==> config.mk <==
export PLATFORM = sky130hd
export DESIGN_NAME = tmrtog_top
export DESIGN_NICKNAME = d
export VERILOG_FILES = /design/src/pkg/tmrtog_pkg.sv /design/src/design/tmrtog_edge.sv /design/src/design/tmrtog_top.sv
export SDC_FILE = /design/constraint.sdc
export NUM_CORES = 1
export LEC_CHECK = 0
export ABC_AREA = 0
export ABC_CLOCK_PERIOD_IN_PS = 6700
export BUFFER_PORTS_ARGS = -buffer_cell sky130_fd_sc_hd__buf_2
export CAP_MARGIN = 5
export CORE_MARGIN = 5
export CORE_UTILIZATION = 39
export CTS_BUF_LIST = sky130_fd_sc_hd__clkbuf_4 sky130_fd_sc_hd__clkbuf_8
export CTS_CLUSTER_DIAMETER = 120
export DETAILED_ROUTE_END_ITERATION = 10
export SYNTH_ARGS = -nofsm -noshare
export SYNTH_HDL_FRONTEND = slang
export SYNTH_SLANG_ARGS = --single-unit
==> constraint.sdc <==
create_clock -name core_clk_i -period 6.7 [get_ports core_clk_i]
set_input_delay 0.335 -clock core_clk_i [delete_from_list [all_inputs] [get_ports core_clk_i]]
set_output_delay 0.335 -clock core_clk_i [all_outputs]
set_load 0.1 [all_outputs]
==> src/pkg/tmrtog_pkg.sv <==
`default_nettype none
package tmrtog_pkg;
	localparam int ADDR_W = 3;
	localparam int DATA_W = 8;
	// Register offsets
	localparam logic [2:0] OFF_CTRL = 3'h0;
	localparam logic [2:0] OFF_CFG = 3'h1;
	localparam logic [2:0] OFF_RLD_LO = 3'h2;
	localparam logic [2:0] OFF_RLD_HI = 3'h3;
	localparam logic [2:0] OFF_CNT_LO = 3'h4;
	localparam logic [2:0] OFF_CNT_HI = 3'h5;
	// timer_control_reg fields
	localparam int CTRL_RUN = 2;
	localparam int CTRL_TC_SEL = 1;
	localparam int CTRL_CR_SEL = 0;
	localparam int CTRL_OVF = 7;
	// timer_config_reg fields
	localparam int CFG_DOWN = 0;
	localparam int CFG_OUT_EN = 1;
	localparam int CFG_TOG = 2;
	localparam logic [15:0] CNT_TOP = 16'hFFFF;
	localparam logic [7:0] CTRL_RST = 8'h00;
	localparam logic [7:0] CFG_RST = 8'h00;
	localparam logic [15:0] RLD_RST = 16'h0000;
endpackage
`default_nettype wire

==> src/design/tmrtog_edge.sv <==
`default_nettype none
// Computes next count and wrap event for one timer tick
module tmrtog_edge
	import tmrtog_pkg::*;
(
	input wire logic [15:0] count_i,
	input wire logic [15:0] reload_i,
	input wire logic down_i,
	output logic [15:0] count_next_o,
	output logic wrap_o
);
	always_comb begin
		if (down_i) begin
			// Underflow on reload match
			wrap_o = (count_i == reload_i);
			count_next_o = wrap_o ? CNT_TOP : 16'(count_i - 16'h0001);
		end else begin
			// Overflow reloads value
			wrap_o = (count_i == CNT_TOP);
			count_next_o = wrap_o ? reload_i : 16'(count_i + 16'h0001);
		end
	end
endmodule
`default_nettype wire

==> src/design/tmrtog_top.sv <==
// Design decisions made here: the strobed register port and the address map.
`default_nettype none
// How it works
// Dedicated pin toggles, 50% duty square wave
// Invert on overflow up, underflow down
// Down: reload 0xFFFF, underflow at reload
// Up: reload value, overflow past 0xFFFF
// Software clears select bits for reload
// Pin driven only with output enable
// Frequency is clock over 2*(65536-reload)
// Run bit starts counting and toggling
// Config bit 2 reads/forces toggle level
// Stopped timer holds toggle level
module tmrtog_top
	import tmrtog_pkg::*;
(
	input wire logic core_clk_i,
	input wire logic rst_n_i,
	input wire logic [ADDR_W-1:0] addr_i,
	input wire logic [DATA_W-1:0] wdata_i,
	input wire logic wr_i,
	input wire logic rd_i,
	output logic [DATA_W-1:0] rdata_o,
	output logic toggle_pin_a_o,
	output logic toggle_pin_a_oe_o
);
	logic [7:0] ctrl_reg, ctrl_next;
	logic [7:0] cfg_reg, cfg_next;
	logic [15:0] rld_reg, rld_next;
	logic [15:0] cnt_reg, cnt_next;
	logic [7:0] rdata_reg, rdata_next;
	logic pin_reg, pin_next;
	logic oe_reg, oe_next;
	logic [15:0] step_cnt;
	logic wrap;
	logic run;
	logic reload_mode;

	function automatic logic hit(input logic [ADDR_W-1:0] a,
		input logic [ADDR_W-1:0] off);
		hit = (a == off);
	endfunction

	// One wrap per 65536-reload ticks
	tmrtog_edge u_edge (
		.count_i(cnt_reg),
		.reload_i(rld_reg),
		.down_i(cfg_reg[CFG_DOWN]),
		.count_next_o(step_cnt),
		.wrap_o(wrap)
	);

	// Only reload mode counts; software clears selects
	assign reload_mode = !ctrl_reg[CTRL_CR_SEL] && !ctrl_reg[CTRL_TC_SEL];
	assign run = ctrl_reg[CTRL_RUN] && reload_mode;

	always_comb begin
		ctrl_next = ctrl_reg;
		cfg_next = cfg_reg;
		rld_next = rld_reg;
		cnt_next = cnt_reg;
		rdata_next = 8'h00;
		// Count only while running
		if (run) begin
			cnt_next = step_cnt;
		end
		// No toggle while stopped
		// Toggle on every wrap without a same-cycle config write, held when stopped
		if (run && wrap) begin
			cfg_next[CFG_TOG] = !cfg_reg[CFG_TOG];
			ctrl_next[CTRL_OVF] = 1'b1;
		end
		if (wr_i) begin
			if (hit(addr_i, OFF_CTRL)) begin
				// Wrap flag set wins over software clear
				ctrl_next = {wdata_i[CTRL_OVF] | (run && wrap), 4'h0,
					wdata_i[2:0]};
			end
			// Write forces toggle level
			if (hit(addr_i, OFF_CFG)) begin
				cfg_next = {5'h00, wdata_i[2:0]};
			end
			if (hit(addr_i, OFF_RLD_LO)) begin
				rld_next[7:0] = wdata_i;
			end
			if (hit(addr_i, OFF_RLD_HI)) begin
				rld_next[15:8] = wdata_i;
			end
			if (hit(addr_i, OFF_CNT_LO)) begin
				cnt_next[7:0] = wdata_i;
			end
			if (hit(addr_i, OFF_CNT_HI)) begin
				cnt_next[15:8] = wdata_i;
			end
		end
		if (rd_i) begin
			case (addr_i)
				OFF_CTRL: rdata_next = ctrl_reg;
				// Read returns present toggle level
				OFF_CFG: rdata_next = cfg_reg;
				OFF_RLD_LO: rdata_next = rld_reg[7:0];
				OFF_RLD_HI: rdata_next = rld_reg[15:8];
				OFF_CNT_LO: rdata_next = cnt_reg[7:0];
				OFF_CNT_HI: rdata_next = cnt_reg[15:8];
				default: rdata_next = 8'h00;
			endcase
		end
	end

	// Pin follows toggle state only when enabled
	always_comb begin
		pin_next = cfg_next[CFG_TOG] && cfg_next[CFG_OUT_EN];
		oe_next = cfg_next[CFG_OUT_EN];
	end

	always_ff @(posedge core_clk_i or negedge rst_n_i) begin
		if (!rst_n_i) begin
			ctrl_reg <= CTRL_RST;
			cfg_reg <= CFG_RST;
			rld_reg <= RLD_RST;
			cnt_reg <= RLD_RST;
			rdata_reg <= 8'h00;
			pin_reg <= 1'b0;
			oe_reg <= 1'b0;
		end else begin
			ctrl_reg <= ctrl_next;
			cfg_reg <= cfg_next;
			rld_reg <= rld_next;
			cnt_reg <= cnt_next;
			rdata_reg <= rdata_next;
			pin_reg <= pin_next;
			oe_reg <= oe_next;
		end
	end

	assign rdata_o = rdata_reg;
	// Dedicated toggle pin
	assign toggle_pin_a_o = pin_reg;
	assign toggle_pin_a_oe_o = oe_reg;
endmodule
`default_nettype wire

# Word level (Yosys, flattened, before mapping)
# Cells that the tools add are included.
classes:
  n_reduce_logical: 12
  n_mux: 16
  addsub: 2
  n_eq_ne: 7
  bitwise: 1
ops:
  columns: ["operator", "n"]
  rows:
  - ["$mux W16", 5]
  - ["$pmux W8 S6", 1]
  - ["$mux W8", 5]
  - ["$add A16 B1 Y16 const B", 1]
  - ["$eq A16 B16 Y1", 1]
  - ["$eq A16 B16 Y1 const B", 1]
  - ["$sub A16 B1 Y16 const B", 1]
  - ["$reduce_and A2 Y1", 4]
  - ["$eq A3 B2 Y1 const B", 2]
  - ["$eq A3 B3 Y1 const B", 2]
  - ["$mux W3", 2]
  - ["$logic_and A1 B1 Y1", 4]
  - ["$eq A3 B1 Y1 const B", 1]
  - ["$logic_not A1 Y1", 3]
  - ["$logic_not A3 Y1", 1]
  - ["$mux W1", 3]
  - ["$or A1 B1 Y1", 1]
word_totals:
  inputBits: 15
  reg_bits: 49
  word_cells: 48
  out_inout_bits: 10

# Logic depth before layout (Yosys ltp)
# Gate-level depths: netlist of run 1.
depth:
  word_depth: 8
  depth_mapped: 8
  mapped_depth_nobuf: 7

# Cells and area by module
# From an unflattened synthesis of run 1, not the netlist that was laid out.
hier_totals:
  cells_unflattened: 366
  hier_area_um2: 3537.1
by_module_without_submodules:
  columns: ["mod", "seq_area_each_um2", "cells_per_inst", "area_each_um2", "n_inst"]
  rows:
  - ["tmrtog_top", 1201.2, 194, 2329.7, 1]
  - ["tmrtog_edge", 0.0, 172, 1207.4, 1]

# Least setup slack after synthesis of run 1
# Ideal clock, no wire load.
synth_timing:
  path_type: "reg2reg"
  start: "register cnt_reg[6]"
  end: "register cnt_reg[15]"
  t_required_ns: 6.570
  arrival_ns: 2.099
  path_stages_with_launch: 8
  setup_time_ns: 0.130
  slack_ns: 4.471
  n_path_buf: 2
  cell_sequence: "dfrtp_1 -> buf_6 -> or4_4 -> or4_1 -> buf_2 -> o31a_1 -> nor3_1 -> o31ai_1"
synth_between:
  elab_chain_cells: 6
  elab_cells_between_ends: 10
synth_rtl:
  columns: ["item", "line_no", "source"]
  rows:
  - ["start, declared", "tmrtog_top.sv:30", "logic [15:0] cnt_reg, cnt_next;"]
  - ["start signal, assigned", "tmrtog_top.sv:129", "cnt_reg <= cnt_next;"]
  - ["$add A16 B1 Y16, or another cell as far along", "tmrtog_edge.sv:20", "count_next_o = wrap_o ? reload_i : 16'(count_i + 16'h0001);"]
  - ["$mux W16 (on tied branches)", "tmrtog_edge.sv:20, tmrtog_edge.sv:16", null]
  - ["$mux W16 (*)", "tmrtog_edge.sv:13", "if (down_i) begin"]
  - ["$mux W16 (*)", "tmrtog_top.sv:64", "if (run) begin"]
  - ["$mux W8", "tmrtog_top.sv:92", "if (hit(addr_i, OFF_CNT_HI)) begin"]
  - ["$mux W16 (*)", "tmrtog_top.sv:73", "if (wr_i) begin"]
  - ["named net cnt_next[15]", "tmrtog_top.sv:30", null]
# Mark *: on every way through the listed nets, which the timed path passes. The rest lies on a longest branch.
# A chain may end at the register's enable or synchronous reset.

# Worst setup path in the final report of run 1
layout_timing:
  start: "register cnt_reg[5]"
  end: "register cnt_reg[8]"
# Same word-level chain as after synthesis.

==> out/metrics.yaml, run 1 <==
clocking:
  clk_latency_ns: 0.30
  cts_setup_buffers: 0
  cts_resized: 0
  htreeDepth: 2
  max-clock-path-buffers: 2
  cts_tree: "built"
  cts_hold_buffers: 0
  cts.sinks: 48
  numCtsBuffers: 5
  cts_root_buffer: "clkbuf_8"
  path_clk_slew_ns: 0.10
setup_path:
  reg2regPathDepth: 5
  crit_family: "simple AND/OR/NAND/NOR gates"
  path_cells: "nand4_1, or2_1, nor4_1, a2111oi_0, a311oi_1"
  cp_max_fo: 14
  worstPathRequired_ns: 6.91
  r2r-end: "cnt_reg[8]$_DFF_PN0_"
  crit_path_end: "cnt_reg[8]$_DFF_PN0_"
  critPathBufInv: 0
  start_kind: "register"
  cp-startpoint: "cnt_reg[5]$_DFF_PN0_"
  arrival_ns: 3.37
  r2r_setup_slack_ns: 3.54
  crit_slowest_cell: "nor4_1"
  cp-end-kind: "register"
  crit_path_max_incr_delay_ns: 1.02
  r2r-start: "cnt_reg[5]$_DFF_PN0_"
  cp.depth: 5
  path_class: "reg2reg"
timing:
  drv_slew: 0
  setup_viol: 0
  rsz0062_at_grt: "false"
  fin_skew_ns: 0.00433
  whs_ns: 0.132
  finalCriticalPeriod_ns: 3.16
  hold_violations: 0
  setup_tns_ns: 0
  fmax_mhz: 316
  worst_pin_slew_ns: 1.25
  finalCritPeriodShare: 0.472
  slew_headroom: 0.161
synth:
  yosysSeqAreaShare: 0.354
  netlist_area_um2: 3400
  synthCells: 374
  yosys_warnings: 0
  synthesis.nets: 391
  synthFlopType: "dfrtp_1"
  async_flop_share: 1.00
  ys_ff_latch: 48
  synth_edf_count: 0
  yosysUniqueCellTypes: 55
  avgSynthCellArea_um2: 9.08
routing:
  wire_per_inst_um: 21.1
  first_iter_violations: 244
  totalWireLength_mm: 10.3
  vias: 3018
  antenna_left: 0
  drc: 0
  first_pass_iters: 5
  via_per_inst: 6.20
place:
  dpl.hpwl_mm: 7.49
  io_buffers: 24
  place_congestion: 0.960
  dp.cells: 479
global_routing:
  grt_pass1_wl_mm: 16.3
  grt_pass1_vias: 2895
  grt_overflow_total: 0
  grt_max_degree: 49
  antenna_found_initial: 0
  grt.total_usage: 0.200
floorplan:
  io_pins: 25
  rows: 34
  core_area_um2: 8590
  initial_core_util: 0.395
  dieArea_um2: 10700
  die_h_um: 103
  die_w_um: 103
cells_and_area:
  final_layout_size_suffix_gt1_frac: 0.187
  final_cells: 487
  nets: 395
  num_antenna_cells: 0
  syn_to_final_growth_pct: 7.37
  fill_cells: 866
  multi_input_area_um2: 2030
  seqCellArea_um2: 1200
  final_core_util: 0.424
hold_path:
  hp-class: "in2async"
power:
  clockPowerShare: 0.145
  switching_share: 0.473
  seq_power_share: 0.448
  p_leak_nw: 1.42
  vdd_drop_max_uv: 206
  switchingPower_uw: 616
  p_total_mw: 1.30
  combPwrFrac: 0.407
  p_per_area_nw_per_um2: 357
  intPower_uw: 686
outcome:
  status: "completed"
flow_run:
  max_cap_viol_count: 0
==> logic make-up (layout without fill, tap and decap cells) <==
family / after synthesis / after routing / synth area share
compound gates: 91 / 91 / 0.185
xor+xnor: 30 / 30 / 0.0774
fa+ha+maj: 2 / 2 / 0.00737
buf+inv: 40 / 45 / 0.0479
flops: 48 / 48 / 0.354
mux: 38 / 38 / 0.122
simple gates: 125 / 125 / 0.207
==> power by group through the flow <==
| stage | Combinational [mW] | Sequential, mW | Clock [mW] |
|---|---|---|---|
| floorplan | 0.469 | 0.497 | 0 |
| global placement | 0.524 | 0.580 | 0 |
| detailed placement | 0.524 | 0.583 | 0 |
| CTS | 0.527 | 0.577 | 0.193 |
| global route | 0.580 | 0.600 | 0.204 |
| finish | 0.530 | 0.583 | 0.189 |
==> worst min-delay path by stage <==
stage                        from  depth (start not counted)                       to  slack (ns)
final                     rst_n_i                          2   rld_reg[3]$_DFFE_PN0P_        0.13
after global routing      rst_n_i                          2  rld_reg[11]$_DFFE_PN0P_        0.19
after CTS                 rst_n_i                          2   rld_reg[3]$_DFFE_PN0P_        0.15
after detailed placement  rst_n_i                          2   rld_reg[3]$_DFFE_PN0P_        0.48
after global placement    rst_n_i                          2   rld_reg[3]$_DFFE_PN0P_        0.48
after floorplan           rst_n_i                          0   cfg_reg[0]$_DFFE_PN0P_        0.04
==> per-stage QoR <==
stage	area (µm²)	worst slack, ns
after floorplan	3400	4.47
after global placement	3550	3.74
after detailed placement	3550	3.64
after CTS	3650	3.63
after global routing	3650	3.40
final	3650	3.54
==> placed cells by master, fill, tap and decap left out, drive strengths merged, types with 3 or more instances in the layout <==
cell	count
dfrtp	48
buf	27
mux2	26
xnor2	22
o21ai	22
nand2	20
nor2	17
o22ai	17
nor4	15
nand3	14
nor3	14
mux2i	12
a22oi	12
and2	11
inv	10
nand4	9
xor2	8
a21oi	8
a221oi	6
clkbuf	6
or2	4
or4	4
and3	3
nor2b	3
o31a	3
o31ai	3
nand2b	3
==> metal layers <==
metal | track usage | vias up | share of wire
met5 | 0 | - | 0
met4 | 0.0667 | 0 | 0.027
met3 | 0.0295 | 23 | 0.052
met2 | 0.305 | 103 | 0.46
met1 | 0.289 | 1486 | 0.46
li1 | - | 1406 | -
==> cell type report <==
type | instances | share of cell area
Timing Repair Buffer | 27 | 0.0391
Tap cell | 108 | 0.0371
Inverter | 10 | 0.0103
Clock inverter | 2 | 0.00412
Sequential cell | 48 | 0.329
Clock buffer | 6 | 0.0226
Multi-Input combinational cell | 286 | 0.557
==> synthesized netlist by cell type, drive strengths merged, types with 2 or more instances <==
library cell  count  area [µm²]
o21ai            22         110
nand3            14        70.1
xor2              8        70.1
nor2b             3        18.8
and3              3        18.8
clkbuf           25        93.8
a21o              2        15.0
nor4             15         113
o2111ai           2        17.5
and2             11        68.8
a311oi            2        17.5
o21a              2        15.0
nand2b            3        18.8
nor2             17        63.8
ha                2        25.0
or4               4        33.8
mux2             26         293
nand4             9        56.3
mux2i            12         120
a22oi            12        90.1
o311ai            2        17.5
o31a              3        26.3
a221oi            6        52.6
buf               5        31.3
o22ai            17         106
inv              10        37.5
a21oi             8        40.0
a31oi             2        12.5
dfrtp            48        1200
nand2            20        75.1
xnor2            22         193
o31ai             3        22.5
nor3             14        70.1
or2               4        25.0
(Power assumes the default switching activity.)
==> run 2, diff against run 1 <==
--- a/config.mk
+++ b/config.mk
@@ -5,8 +5,8 @@
 export SDC_FILE = /design/constraint.sdc
 export NUM_CORES = 1
 export LEC_CHECK = 0
-export ABC_AREA = 0
-export ABC_CLOCK_PERIOD_IN_PS = 6700
+export ABC_AREA = 1
+export ABC_CLOCK_PERIOD_IN_PS = 3200
 export BUFFER_PORTS_ARGS = -buffer_cell sky130_fd_sc_hd__buf_2
 export CAP_MARGIN = 5
 export CORE_MARGIN = 5
==> constraint.sdc (replaced) <==
create_clock -name core_clk_i -period 3.2 [get_ports core_clk_i]
set_input_delay 0.16 -clock core_clk_i [delete_from_list [all_inputs] [get_ports core_clk_i]]
set_output_delay 0.16 -clock core_clk_i [all_outputs]
set_load 0.1 [all_outputs]
==> out/metrics.yaml, run 2 <==
power:
  p_total_mw: 3.07  # was 1.30 mW
  vdd_drop_max_uv: 296  # was 206 µV
  p_leak_nw: 1.91  # was 1.42 nW
  p_per_area_nw_per_um2: 805  # was 357 nW/µm²
synth:
  yosysSeqAreaShare: 0.346  # was 0.354
  yosys_warnings: 0  # unchanged
  synth_top_area_share: 0.346  # was 0.354
  synth_most_common_cell: "nand2_1"  # was dfrtp_1
  synth-adder-area-share: 0.00720  # was 0.00737
  synth_top_family_by_area: "simple AND/OR/NAND/NOR gates"  # unchanged
  synthSimpleGateAreaFrac: 0.348  # was 0.207
  async_flop_share: 1.00  # unchanged
  yosysUniqueCellTypes: 37  # was 55
  synthMuxAreaShare: 0.00288  # was 0.122
  synthesis.nets: 557  # was 391
  synth_xor_xnor_area_share: 0.0252  # was 0.0774
  synth_edf_count: 0  # unchanged
  synth_area_leader_cell: "dfrtp_1"  # unchanged
  synthFlopType: "dfrtp_1"  # unchanged
  ys_ff_latch: 48  # unchanged
  synth_area_leaders: "dfrtp_1, nand2_1, o21ai_0, inv_1, nor2_1"  # was dfrtp_1, mux2_2, xnor2_1, mux2i_1, o22ai_1
  synth_compound_area_frac: 0.170  # was 0.185
  avgSynthCellArea_um2: 6.44  # was 9.08 µm²
  synthCells: 540  # was 374
  ys_top_cells_by_count: "nand2_1, inv_1, nor2_1"  # was dfrtp_1, mux2_2, clkbuf_1
  netlist_area_um2: 3480  # was 3400 µm²
global_routing:
  use_met2: 0.327  # was 0.305
  grt.total_usage: 0.212  # was 0.200
  grt_overflow_total: 0  # unchanged
  grt_use_met1: 0.304  # was 0.289
  busiest_layer: "met2"  # unchanged
  antenna_found_initial: 0  # unchanged
  grt_pass1_wl_mm: 18.5  # was 16.3 mm
  grt_max_degree: 31  # was 49
  grt_pass1_vias: 3388  # was 2,895
  grtUsageMet3: 0.0397  # was 0.0295
cells_and_area:
  final_layout_size_suffix_gt1_frac: 0.0963  # was 0.187
  layout_commonest_cell: "nand2_1"  # was dfrtp_1
  final_cells: 669  # was 487
  num_antenna_cells: 0  # unchanged
  final_cell_mix: "nand2_1, inv_1, nor2_1"  # was dfrtp_1, mux2_2, buf_2
  syn_to_final_growth_pct: 9.58  # was 7.37%
  nets: 577  # was 395
timing:
  setup_tns_ns: 0  # unchanged
  finalCriticalPeriod_ns: 2.19  # was 3.16 ns
  fin_skew_ns: 0.0100  # was 0.00433 ns
  worst_pin_slew_ns: 0.565  # was 1.25 ns
  rsz0062_at_grt: "false"  # unchanged
  finalCritPeriodShare: 0.683  # was 0.472
  fmax_mhz: 458  # was 316 MHz
  drv_slew: 0  # unchanged
  setup_viol: 0  # unchanged
  slew_headroom: 0.620  # was 0.161
  hold_violations: 0  # unchanged
hold_path:
  hold_depth: 3
  hold_start: "wdata_i[2]"
  hp-class: "in2reg"  # was in2async
routing:
  first_pass_iters: 5  # unchanged
  wire_per_inst_um: 17.2  # was 21.1 µm
  vias: 3612  # was 3,018
  drc: 0  # unchanged
  first_iter_violations: 378  # was 244
  antenna_left: 0  # unchanged
  totalWireLength_mm: 11.5  # was 10.3 mm
  via_per_inst: 5.40  # was 6.20
floorplan:
  io_pins: 25  # unchanged
  die_w_um: 104  # was 103 µm
  rows: 34  # unchanged
  dieArea_um2: 10900  # was 10,700 µm²
  core_area_um2: 8720  # was 8590 µm²
  die_h_um: 104  # was 103 µm
  initial_core_util: 0.399  # was 0.395
place:
  dpl.hpwl_mm: 8.74  # was 7.49 mm
  io_buffers: 24  # unchanged
  dp.cells: 660  # was 479
  place_congestion: 0.944  # was 0.960
setup_path:
  crit_path_max_incr_delay_ns: 0.47  # was 1.02 ns
  path_cells: "ha_1, nand3_2, nor3_4, nand3_4, nand2_4, inv_2, a21oi_1, nand3_1, a22oi_2"  # was nand4_1, or2_1, nor4_1, a2111oi_0, a311oi_1
  path_class: "reg2reg"  # unchanged
  start_kind: "register"  # unchanged
  cp-end-kind: "register"  # unchanged
  reg2regPathDepth: 9  # was 5
  crit_slowest_cell: "dfrtp_1"  # was nor4_1
  worstPathRequired_ns: 3.44  # was 6.91 ns
  r2r-start: "cnt_reg[0]$_DFF_PN0_"  # was cnt_reg[5]$_DFF_PN0_
  arrival_ns: 2.43  # was 3.37 ns
  cp_max_fo: 8  # was 14
  cp-startpoint: "cnt_reg[0]$_DFF_PN0_"  # was cnt_reg[5]$_DFF_PN0_
clocking:
  cts.sinks: 48  # unchanged
  clk_latency_ns: 0.32  # was 0.30 ns
  numCtsBuffers: 5  # unchanged
  htreeDepth: 2  # unchanged
  path_clk_slew_ns: 0.11  # was 0.10 ns
  cts_setup_buffers: 0  # unchanged
  max-clock-path-buffers: 2  # unchanged
  cts_root_buffer: "clkbuf_8"  # unchanged
  cts_tree: "built"  # unchanged
outcome:
  status: "completed"  # unchanged
flow_run:
  max_cap_viol_count: 0  # unchanged
## run 2: routing by layer
metal,up-vias,share of wire
li1,1779,-
met4,0,0.018
met3,18,0.084
met2,152,0.45
met1,1663,0.45
met5,-,0
## run 2: cells by family after synthesis
group / count (synthesis)
AO/OA/AOI/OAI: 104
buffers and inverters: 88
adder cells (fa/ha/maj): 2
flip-flops: 48
multiplexers: 1
AND/OR/NAND/NOR: 287
XOR/XNOR: 10
## run 2: layout make-up
type | count | area [µm²]
tap | 108 | 135
clock inverter | 3 | 50.0
multi-input combinational | 404 | 1920
fill | 910 | 4910
timing repair buffer | 29 | 160
clock buffer | 5 | 68.8
sequential | 48 | 1200
inverter | 72 | 270
## run 2: repair_timing
item,4_1_cts,5_1_grt
hold buffers,1,0
hold endpoints to repair,18,0
setup endpoints to repair,0,0
resized for setup,0,0
## run 2: per-stage QoR
stage                     hold WS (ns)   util  cell area [µm²]  setup WS [ns]
final                           0.0872  0.437             3810           1.01
after global placement           0.137  0.422             3680           1.06
after floorplan                 -0.136      -             3480           1.40
after detailed placement         0.143  0.422             3680           1.07
after global routing            0.0921  0.437             3810          0.843
after CTS                       0.0793  0.437             3810           1.04
## run 2: worst paths after layout
check	end	slack, ns
setup / recovery	cnt_reg[9]$_DFF_PN0_	1.01
min in group asynchronous	cfg_reg[1]$_DFF_PN0_	0.30
setup reg to reg	cnt_reg[9]$_DFF_PN0_	1.01
hold reg to reg	ctrl_reg[2]$_DFFE_PN0P_	0.53
hold / removal	cnt_reg[10]$_DFF_PN0_	0.09
max in group asynchronous	rld_reg[12]$_DFFE_PN0P_	2.14
## run 2: power breakdown
part           leakage, nW  internal (mW)  switching [mW]
registers            0.593          0.783           0.333
logic                 1.25          0.461           0.991
clock network       0.0607          0.242           0.256
total                 1.91           1.49            1.58
## run 2: critical path: cells and delay by family (launching register included)
family	cells	cell delay, ns
simple gates	5	1.02
compound gates	2	0.29
flops	1	0.47
buf+inv	1	0.08
fa+ha+maj	1	0.25
